**config.mk**
```make
export PLATFORM = sky130hd
export DESIGN_NAME = bcd_arith_block_compare
export DESIGN_NICKNAME = d
export VERILOG_FILES = /design/src/rtl/bcd_pkg.sv /design/src/rtl/bcd_links.sv /design/src/rtl/bcd_arith_block_compare.sv /design/src/rtl/bcd_addsub.sv /design/src/rtl/range_table_mem.sv
export SDC_FILE = /design/constraint.sdc
export NUM_CORES = 2
export LEC_CHECK = 0
export BUFFER_PORTS_ARGS = -buffer_cell sky130_fd_sc_hd__clkbuf_2
export CORE_UTILIZATION = 63
export DETAILED_ROUTE_END_ITERATION = 16
export GPL_ROUTABILITY_DRIVEN = 1
export MAX_ROUTING_LAYER = met4
export PLACE_DENSITY_LB_ADDON = 0.3
export SYNTH_ARGS = -nofsm -noshare
export SYNTH_HDL_FRONTEND = slang
export SYNTH_SLANG_ARGS = --single-unit
export TNS_END_PERCENT = 100
```
**constraint.sdc**
```tcl
create_clock -name CLK -period 31.2 [get_ports CLK]
set_input_delay 6.24 -clock CLK [delete_from_list [all_inputs] [get_ports CLK]]
set_output_delay 6.24 -clock CLK [all_outputs]
set_load 0.01 [all_outputs]
```
**src/rtl/bcd_pkg.sv**
```systemverilog
// Shared constants, types and helpers for the BCD arithmetic and range compare block.
// Assumes one system clock and a synchronous, active-low reset in every user.

package bcd_pkg;

	// ----------------------------------------------------------------
	// word layout
	// ----------------------------------------------------------------
	localparam int WORD_W  = 16;
	localparam int DIGITS  = 4;
	localparam int DIGIT_W = 4;
	localparam logic [3:0] DIGIT_MAX = 4'h9;
	localparam logic [3:0] DIGIT_RADIX = 4'hA;

	// ----------------------------------------------------------------
	// data memory area
	// ----------------------------------------------------------------
	localparam int DM_WORDS = 32;
	localparam int DM_AW    = 5;
	localparam int TAB_AW   = 6;
	localparam logic [TAB_AW-1:0] DM_LIMIT  = 6'h20;
	localparam logic [DM_AW-1:0]  BASE_MAX  = 5'h0D;

	// ----------------------------------------------------------------
	// reset values
	// ----------------------------------------------------------------
	localparam logic [WORD_W-1:0] WORD_RST  = 16'h0000;
	localparam logic              CARRY_RST = 1'b0;
	localparam logic              FAULT_RST = 1'b0;
	localparam logic              ZERO_RST  = 1'b0;

	// ----------------------------------------------------------------
	// operations and sequencer states
	// ----------------------------------------------------------------
	typedef enum logic [1:0] {
		OP_RANGE,
		OP_CLC,
		OP_ADD,
		OP_SUB
	} op_t;

	typedef enum logic [1:0] {
		S_IDLE,
		S_BASE,
		S_LOW,
		S_HIGH
	} seq_state_t;

	function automatic logic is_bcd(input logic [WORD_W-1:0] w);
		logic ok;
		ok = 1'b1;
		for (int i = 0; i < DIGITS; i++) begin
			if (w[i*DIGIT_W +: DIGIT_W] > DIGIT_MAX) begin
				ok = 1'b0;
			end
		end
		return ok;
	endfunction

endpackage

```
**src/rtl/bcd_links.sv**
```systemverilog
// Interfaces joining the control module to its adder and its data memory.
// Assumes all three modules sit on the same clock.
`timescale 1ns/1ps
`default_nettype none

interface bcd_calc_if;
	import bcd_pkg::*;
	logic [WORD_W-1:0] a;
	logic [WORD_W-1:0] b;
	logic              cin;
	logic              sub;
	logic [WORD_W-1:0] res;
	logic              cout;
	logic              bad;
	modport calc (input a, b, cin, sub, output res, cout, bad);
	modport user (output a, b, cin, sub, input res, cout, bad);
endinterface

interface dm_port_if;
	import bcd_pkg::*;
	logic              wr_en;
	logic [DM_AW-1:0]  wr_addr;
	logic [WORD_W-1:0] wr_data;
	logic [DM_AW-1:0]  rd_addr;
	logic [WORD_W-1:0] rd_data;
	modport mem  (input wr_en, wr_addr, wr_data, rd_addr, output rd_data);
	modport user (output wr_en, wr_addr, wr_data, rd_addr, input rd_data);
endinterface

`default_nettype wire

```
**src/rtl/bcd_arith_block_compare.sv**
```systemverilog
// Top of the controller's BCD arithmetic and range table compare block.
// Driven by the program scan sequencer on the same clock; one operation at a time.
`timescale 1ns/1ps
`default_nettype none

// Notes on behaviour
// - range compare uses low digit N of base word, evaluating N+1 ranges
// - each range is two words after base: lower then upper limit
// - lower below upper: bit set when value inside limits, ends included
// - lower above upper: bit set when value lies outside that range
// - range k drives result bit k, first range bit 0, last bit N
// - every evaluation re-reads base and limits, so updates take effect
// - fault when table word missing, non-BCD or past memory boundary
// - carry clear forces carry flag to zero only when condition is true
// - adder changes nothing when its condition is false
// - adder stores BCD sum of operands plus carry; carry when above 9999
// - adder raises fault if either operand has a non-BCD digit
// - adder and subtractor set zero flag exactly when stored result is zero
// - subtractor takes second operand and carry from first, stores result
// - subtractor forms 10000 plus difference, drops fifth digit
// - subtractor sets carry exactly when first below second plus carry
// - subtractor raises fault if either operand has a non-BCD digit
module bcd_arith_block_compare (
	input  wire logic                          CLK,
	input  wire logic                          RSTN,
	input  wire logic                          OP_START,
	input  wire bcd_pkg::op_t                  OP_CODE,
	input  wire logic                          EXEC_COND,
	input  wire logic [bcd_pkg::WORD_W-1:0]    OPERAND_A,
	input  wire logic [bcd_pkg::WORD_W-1:0]    OPERAND_B,
	input  wire logic [bcd_pkg::DM_AW-1:0]     TABLE_BASE,
	input  wire logic                          DM_WR_EN,
	input  wire logic [bcd_pkg::DM_AW-1:0]     DM_WR_ADDR,
	input  wire logic [bcd_pkg::WORD_W-1:0]    DM_WR_DATA,
	output logic                               BUSY,
	output logic                               DONE,
	output logic [bcd_pkg::WORD_W-1:0]         RESULT,
	output logic                               RESULT_WE,
	output logic                               CARRY_FLAG,
	output logic                               FAULT_FLAG,
	output logic                               ZERO_RESULT_FLAG
);
	import bcd_pkg::*;

	// ----------------------------------------------------------------
	// state
	// ----------------------------------------------------------------
	typedef struct packed {
		seq_state_t        st;
		logic [TAB_AW-1:0] addr;
		logic [3:0]        count;
		logic [3:0]        idx;
		logic [WORD_W-1:0] value;
		logic [WORD_W-1:0] lower;
		logic [WORD_W-1:0] bits;
		logic [WORD_W-1:0] result;
		logic              result_we;
		logic              done;
		logic              carry;
		logic              fault;
		logic              zero;
	} ctl_state_t;

	ctl_state_t q;
	ctl_state_t d;

	bcd_calc_if calc ();
	dm_port_if  dm ();

	logic [TAB_AW-1:0] next_addr;
	logic [WORD_W-1:0] upper;
	logic              in_band;
	logic              out_band;
	logic              hit;

	// ----------------------------------------------------------------
	// sub-blocks
	// ----------------------------------------------------------------
	bcd_addsub u_addsub (
		.io (calc.calc)
	);

	range_table_mem u_mem (
		.CLK  (CLK),
		.RSTN (RSTN),
		.io   (dm.mem)
	);

	assign calc.a   = OPERAND_A;
	assign calc.b   = OPERAND_B;
	assign calc.cin = q.carry;
	assign calc.sub = (OP_CODE == OP_SUB);

	assign dm.wr_en   = DM_WR_EN;
	assign dm.wr_addr = DM_WR_ADDR;
	assign dm.wr_data = DM_WR_DATA;
	// table words are fetched afresh on every compare, never cached
	assign dm.rd_addr = d.addr[DM_AW-1:0];

	// ----------------------------------------------------------------
	// range test on the word that just arrived as upper limit
	// ----------------------------------------------------------------
	// packed BCD orders like binary, so plain compares are enough
	assign upper    = dm.rd_data;
	assign in_band  = (q.value >= q.lower) && (q.value <= upper);
	assign out_band = (q.value < upper) || (q.value > q.lower);
	assign hit      = (q.lower > upper) ? out_band : in_band;
	assign next_addr = TAB_AW'(q.addr + 6'h01);

	// ----------------------------------------------------------------
	// next state
	// ----------------------------------------------------------------
	always_comb begin
		d           = q;
		d.done      = 1'b0;
		d.result_we = 1'b0;
		case (q.st)
			S_IDLE: begin
				if (OP_START) begin
					d.done = 1'b1;
					if (EXEC_COND) begin
						case (OP_CODE)
							OP_CLC: begin
								d.carry = 1'b0;
							end
							OP_ADD, OP_SUB: begin
								d.fault = calc.bad;
								if (!calc.bad) begin
									d.result    = calc.res;
									d.result_we = 1'b1;
									d.carry     = calc.cout;
									d.zero      = (calc.res == WORD_RST);
								end
							end
							OP_RANGE: begin
								d.fault = 1'b0;
								d.value = OPERAND_A;
								d.bits  = WORD_RST;
								if (TABLE_BASE > BASE_MAX || !is_bcd(OPERAND_A)) begin
									d.fault = 1'b1;
								end else begin
									d.done = 1'b0;
									d.addr = {1'b0, TABLE_BASE};
									d.st   = S_BASE;
								end
							end
							default: begin
								d.done = 1'b1;
							end
						endcase
					end
					// condition false: nothing but the done pulse
				end
			end
			S_BASE: begin
				d.count = dm.rd_data[3:0];
				d.idx   = 4'h0;
				d.addr  = next_addr;
				if (!is_bcd(dm.rd_data) || next_addr >= DM_LIMIT) begin
					d.fault = 1'b1;
					d.done  = 1'b1;
					d.st    = S_IDLE;
				end else begin
					d.st = S_LOW;
				end
			end
			S_LOW: begin
				d.lower = dm.rd_data;
				d.addr  = next_addr;
				if (!is_bcd(dm.rd_data) || next_addr >= DM_LIMIT) begin
					d.fault = 1'b1;
					d.done  = 1'b1;
					d.st    = S_IDLE;
				end else begin
					d.st = S_HIGH;
				end
			end
			S_HIGH: begin
				d.bits[q.idx] = hit;
				if (!is_bcd(dm.rd_data)) begin
					d.fault = 1'b1;
					d.done  = 1'b1;
					d.st    = S_IDLE;
				end else if (q.idx == q.count) begin
					d.result    = d.bits;
					d.result_we = 1'b1;
					d.done      = 1'b1;
					d.st        = S_IDLE;
				end else if (next_addr >= DM_LIMIT) begin
					d.fault = 1'b1;
					d.done  = 1'b1;
					d.st    = S_IDLE;
				end else begin
					d.idx  = 4'(q.idx + 4'h1);
					d.addr = next_addr;
					d.st   = S_LOW;
				end
			end
			default: begin
				d.st = S_IDLE;
			end
		endcase
	end

	// ----------------------------------------------------------------
	// registers
	// ----------------------------------------------------------------
	always_ff @(posedge CLK) begin
		if (!RSTN) begin
			q        <= '0;
			q.st     <= S_IDLE;
			q.result <= WORD_RST;
			q.carry  <= CARRY_RST;
			q.fault  <= FAULT_RST;
			q.zero   <= ZERO_RST;
		end else begin
			q <= d;
		end
	end

	// ----------------------------------------------------------------
	// outputs
	// ----------------------------------------------------------------
	assign BUSY             = (q.st != S_IDLE);
	assign DONE             = q.done;
	assign RESULT           = q.result;
	assign RESULT_WE        = q.result_we;
	assign CARRY_FLAG       = q.carry;
	assign FAULT_FLAG       = q.fault;
	assign ZERO_RESULT_FLAG = q.zero;

endmodule

`default_nettype wire

```
**src/rtl/bcd_addsub.sv**
```systemverilog
// Four-digit packed BCD adder / subtractor with carry (borrow) in and out.
// Purely combinational; the caller registers everything it keeps.
`timescale 1ns/1ps
`default_nettype none

module bcd_addsub (
	bcd_calc_if.calc io
);
	import bcd_pkg::*;

	logic [DIGITS:0]   chain;
	logic [DIGITS-1:0] digit_bad;

	assign chain[0] = io.cin;

	// ----------------------------------------------------------------
	// one ripple stage per digit
	// ----------------------------------------------------------------
	for (genvar g = 0; g < DIGITS; g++) begin : g_digit
		logic [3:0] da;
		logic [3:0] db;
		logic [4:0] sum_raw;
		logic [4:0] dif_raw;
		logic       sum_ov;
		logic       dif_neg;
		logic [3:0] sum_fix;
		logic [3:0] dif_fix;
		assign da      = io.a[g*DIGIT_W +: DIGIT_W];
		assign db      = io.b[g*DIGIT_W +: DIGIT_W];
		assign sum_raw = {1'b0, da} + {1'b0, db} + {4'h0, chain[g]};
		assign dif_raw = {1'b0, da} - {1'b0, db} - {4'h0, chain[g]};
		assign sum_ov  = sum_raw > {1'b0, DIGIT_MAX};
		// borrow chain is the same as 10000 + a - b - c with the fifth digit dropped
		assign dif_neg = dif_raw[4];
		assign sum_fix = sum_ov ? 4'(sum_raw - {1'b0, DIGIT_RADIX}) : sum_raw[3:0];
		assign dif_fix = dif_neg ? 4'(dif_raw + {1'b0, DIGIT_RADIX}) : dif_raw[3:0];
		// chain and result stay on continuous drivers only, one slice per stage
		assign io.res[g*DIGIT_W +: DIGIT_W] = io.sub ? dif_fix : sum_fix;
		assign chain[g+1] = io.sub ? dif_neg : sum_ov;
		assign digit_bad[g] = (da > DIGIT_MAX) | (db > DIGIT_MAX);
	end

	assign io.cout = chain[DIGITS];
	assign io.bad  = |digit_bad;

endmodule

`default_nettype wire

```
**src/rtl/range_table_mem.sv**
```systemverilog
// Data memory area holding range tables; one write port, one read port.
// Read data come out of a register one clock after the address.
`timescale 1ns/1ps
`default_nettype none

module range_table_mem (
	input  wire logic CLK,
	input  wire logic RSTN,
	dm_port_if.mem    io
);
	import bcd_pkg::*;

	typedef struct packed {
		logic [DM_WORDS-1:0][WORD_W-1:0] words;
		logic [WORD_W-1:0]               rd_data;
	} dm_state_t;

	dm_state_t st_q;
	dm_state_t st_d;

	always_comb begin
		st_d = st_q;
		// read before write: a same-cycle write shows on the next read
		st_d.rd_data = st_q.words[io.rd_addr];
		if (io.wr_en) begin
			st_d.words[io.wr_addr] = io.wr_data;
		end
	end

	always_ff @(posedge CLK) begin
		if (!RSTN) begin
			st_q <= '0;
		end else begin
			st_q <= st_d;
		end
	end

	assign io.rd_data = st_q.rd_data;

endmodule

`default_nettype wire

```
==> results.ini <==
[grt]
grt_usage_pct=38.6
grt_max_degree=239
grt.overflow.total=0
antenna_found_initial=3
grt_pass1_wl_um=141000
first_global_vias=25300

[detailed_routing]
remaining_drc_errors=0
vias=28600
ant_nets=0
dr.pass1.iters=10
wirelength_um=93100
via_per_inst=6.15
drtIter0Drc=3952
wire_per_inst_um=20.0

[timing]
fin_crit_ns=14.60
final-hold-violation-count=0
setup-violations-final=0
worst_slack_ns=16.60
fmax_mhz=68.5
period_share_pct=46.8
final-max-slew-violation-count=0
finalSetupTns_ns=0
rsz0062_at_grt=no
finClkSkew_ns=0.0330
relSlewSlack_pct=12.8
worstMarginPinSlew_ns=1.30

[critical_path]
cpMostUsedCell=fa_1
worst-setup-path-type=in -> reg
crit_required_ns=31.76
start_kind=input pin
crit_path_max_incr_delay_ns=0.47
crit_fanout=4
cp_slowest_cell=fa_1
rrSetupSlack_ns=22.03
end_kind=flop
critPathBufInv=4
cp.arrival_ns=15.15
cp_top_family=adder cells

[floorplanning]
start_util_pct=64.0
boundaryPins=87
die_h_um=219
die-area_mm2=0.0482
rows=79
fp.dieW_um=219
core_area_mm2=0.0466

[logic_synthesis]
synthArstFlopShare_pct=0
yosysSeqAreaShare_pct=41.2
netlist_top_cells_area=dfxtp_1, nand2_1, a21oi_1, ha_1, clkbuf_1
yosysTopAreaCellShare_pct=41.2
synth.net_count=4309
avgSynthCellArea_um2=7.22
ys_ff_latch=613
synth_most_common_cell=nand2_1
synth_commonest_cells=nand2_1, a21oi_1, dfxtp_1, clkbuf_1, nor2_1
syn_area_mm2=0.0298
synthCells=4126
synth_edf_count=0
ys_types=61
ys_warn_count=0
ys.flop_type=dfxtp_1
synth_top_area_cell=dfxtp_1

[power_and_ir_drop]
switching_share_pct=32.1
p_int_mw=1.27
p_sw_uw=602
ir_drop_uv=51.3
p_leak_nw=11.3
pwr-share-seq_pct=42.4
power.density_mw_per_mm2=58.6
p_comb_share_pct=18.1
clockPowerShare_pct=39.5

[placement]
io_buffer_count=86
hpwl_um=55500
place_ws_ns=15.98
gp_congestion=0.982

[clock_network]
clock_path_buffers=3
clk_pin_slew_ns=0.06
numCtsBuffers=61
cts_tree=built
cts.repair.resized=0
postCtsSetupRepairBufs=0
hold_buffers=0
numClockSinks=613
htree_levels=2
cts_root_buffer=clkbuf_16
clock_latency_ns=0.67

[min_path]
hold_path_class=reg -> reg

[final_layout]
fin_util_pct=68.8
nets=4180
area_growth_pct=7.47
drive_gt1_share_pct=6.11

[status]
status=completed

[flow_run]
maxCapViolations=0

cell type report:
cell class                      count  area [um2]
Clock inverter                     25         263
Inverter                           83         319
Sequential cell                   613       12300
Timing Repair Buffer              127         763
Clock buffer                       85        1750
Tap cell                          607         759
Fill cell                        3980       14500
Antenna cell                        2        5.00
Multi-Input combinational cell   3111       15900
registers in the layout (all words and copies together), names as in the netlist:
register / flops
RESULT: 16
DONE: 1
u_mem.io.rd_data: 16
ZERO_RESULT_FLAG: 1
u_mem.st_q: 512
CARRY_FLAG: 1
q: 64
FAULT_FLAG: 1
RESULT_WE: 1
layout by cell type (no fill, tap or decap), types with 39 or more instances in the layout:
cell and count:
nand2_1 1572, a21oi_1 722, dfxtp_1 613, nor2_1 102, ha_1 102, o21ai_0 91
clkbuf_2 86, inv_1 81, a32o_1 65, clkbuf_16 61, nand3_1 50, o22ai_1 49
mux2i_1 47, buf_4 39
cell families (layout without fill, tap and decap cells):
| logic type | Yosys count | after routing | synth area share, % |
|---|---|---|---|
| DFF | 613 | 613 | 41.2 |
| AOI/OAI and AO/OA | 1066 | 1066 | 20.5 |
| other | 0 | 2 | 0 |
| and+or+nand+nor | 1836 | 1836 | 24.4 |
| buffers and inverters | 402 | 320 | 5.63 |
| muxes | 48 | 48 | 1.62 |
| xor gates and xnor gates | 43 | 43 | 1.26 |
| adders and majority gates | 118 | 118 | 5.36 |
worst min-delay path, cell delays in order, from the launching register on:
cell     delay (ns)
dfxtp_1        0.31
nand2_1        0.05
a21oi_1        0.05
power by group through the flow:
stage                     sequential [mW]  combinational [mW]  clock, mW
after global routing                0.796               0.360      0.774
after floorplan                     0.811               0.245          0
after CTS                           0.795               0.328      0.743
after global placement              0.812               0.325          0
final                               0.795               0.339      0.742
after detailed placement            0.812               0.326          0
metrics by stage:
step / std cells / total power [mW] / area, um2 / hold WS, ns
after floorplan: 4126 / 1.06 / 29800 / 0.434
after global placement: 4541 / 1.14 / 30000 / 0.441
after detailed placement: 4541 / 1.14 / 30000 / 0.447
after CTS: 4651 / 1.87 / 32000 / 0.454
after global routing: 4653 / 1.93 / 32000 / 0.466
final: 4653 / 1.88 / 32000 / 0.454
final timing paths:
check / from / to / cells after the start
min reg2reg: u_mem.st_q[172] / u_mem.st_q[172] / 2
min: u_mem.st_q[172] / u_mem.st_q[172] / 2
max reg2reg: CARRY_FLAG / ZERO_RESULT_FLAG / 34
max: OPERAND_A[0] / ZERO_RESULT_FLAG / 35
routing by layer:
layer / wire length, um / GRT usage, %
met1: 36300 / 48.8
met4: 5550 / 20.9
met3: 9680 / 7.30
met5: 0 / -
met2: 41600 / 58.3
(Power assumes the default switching activity.)
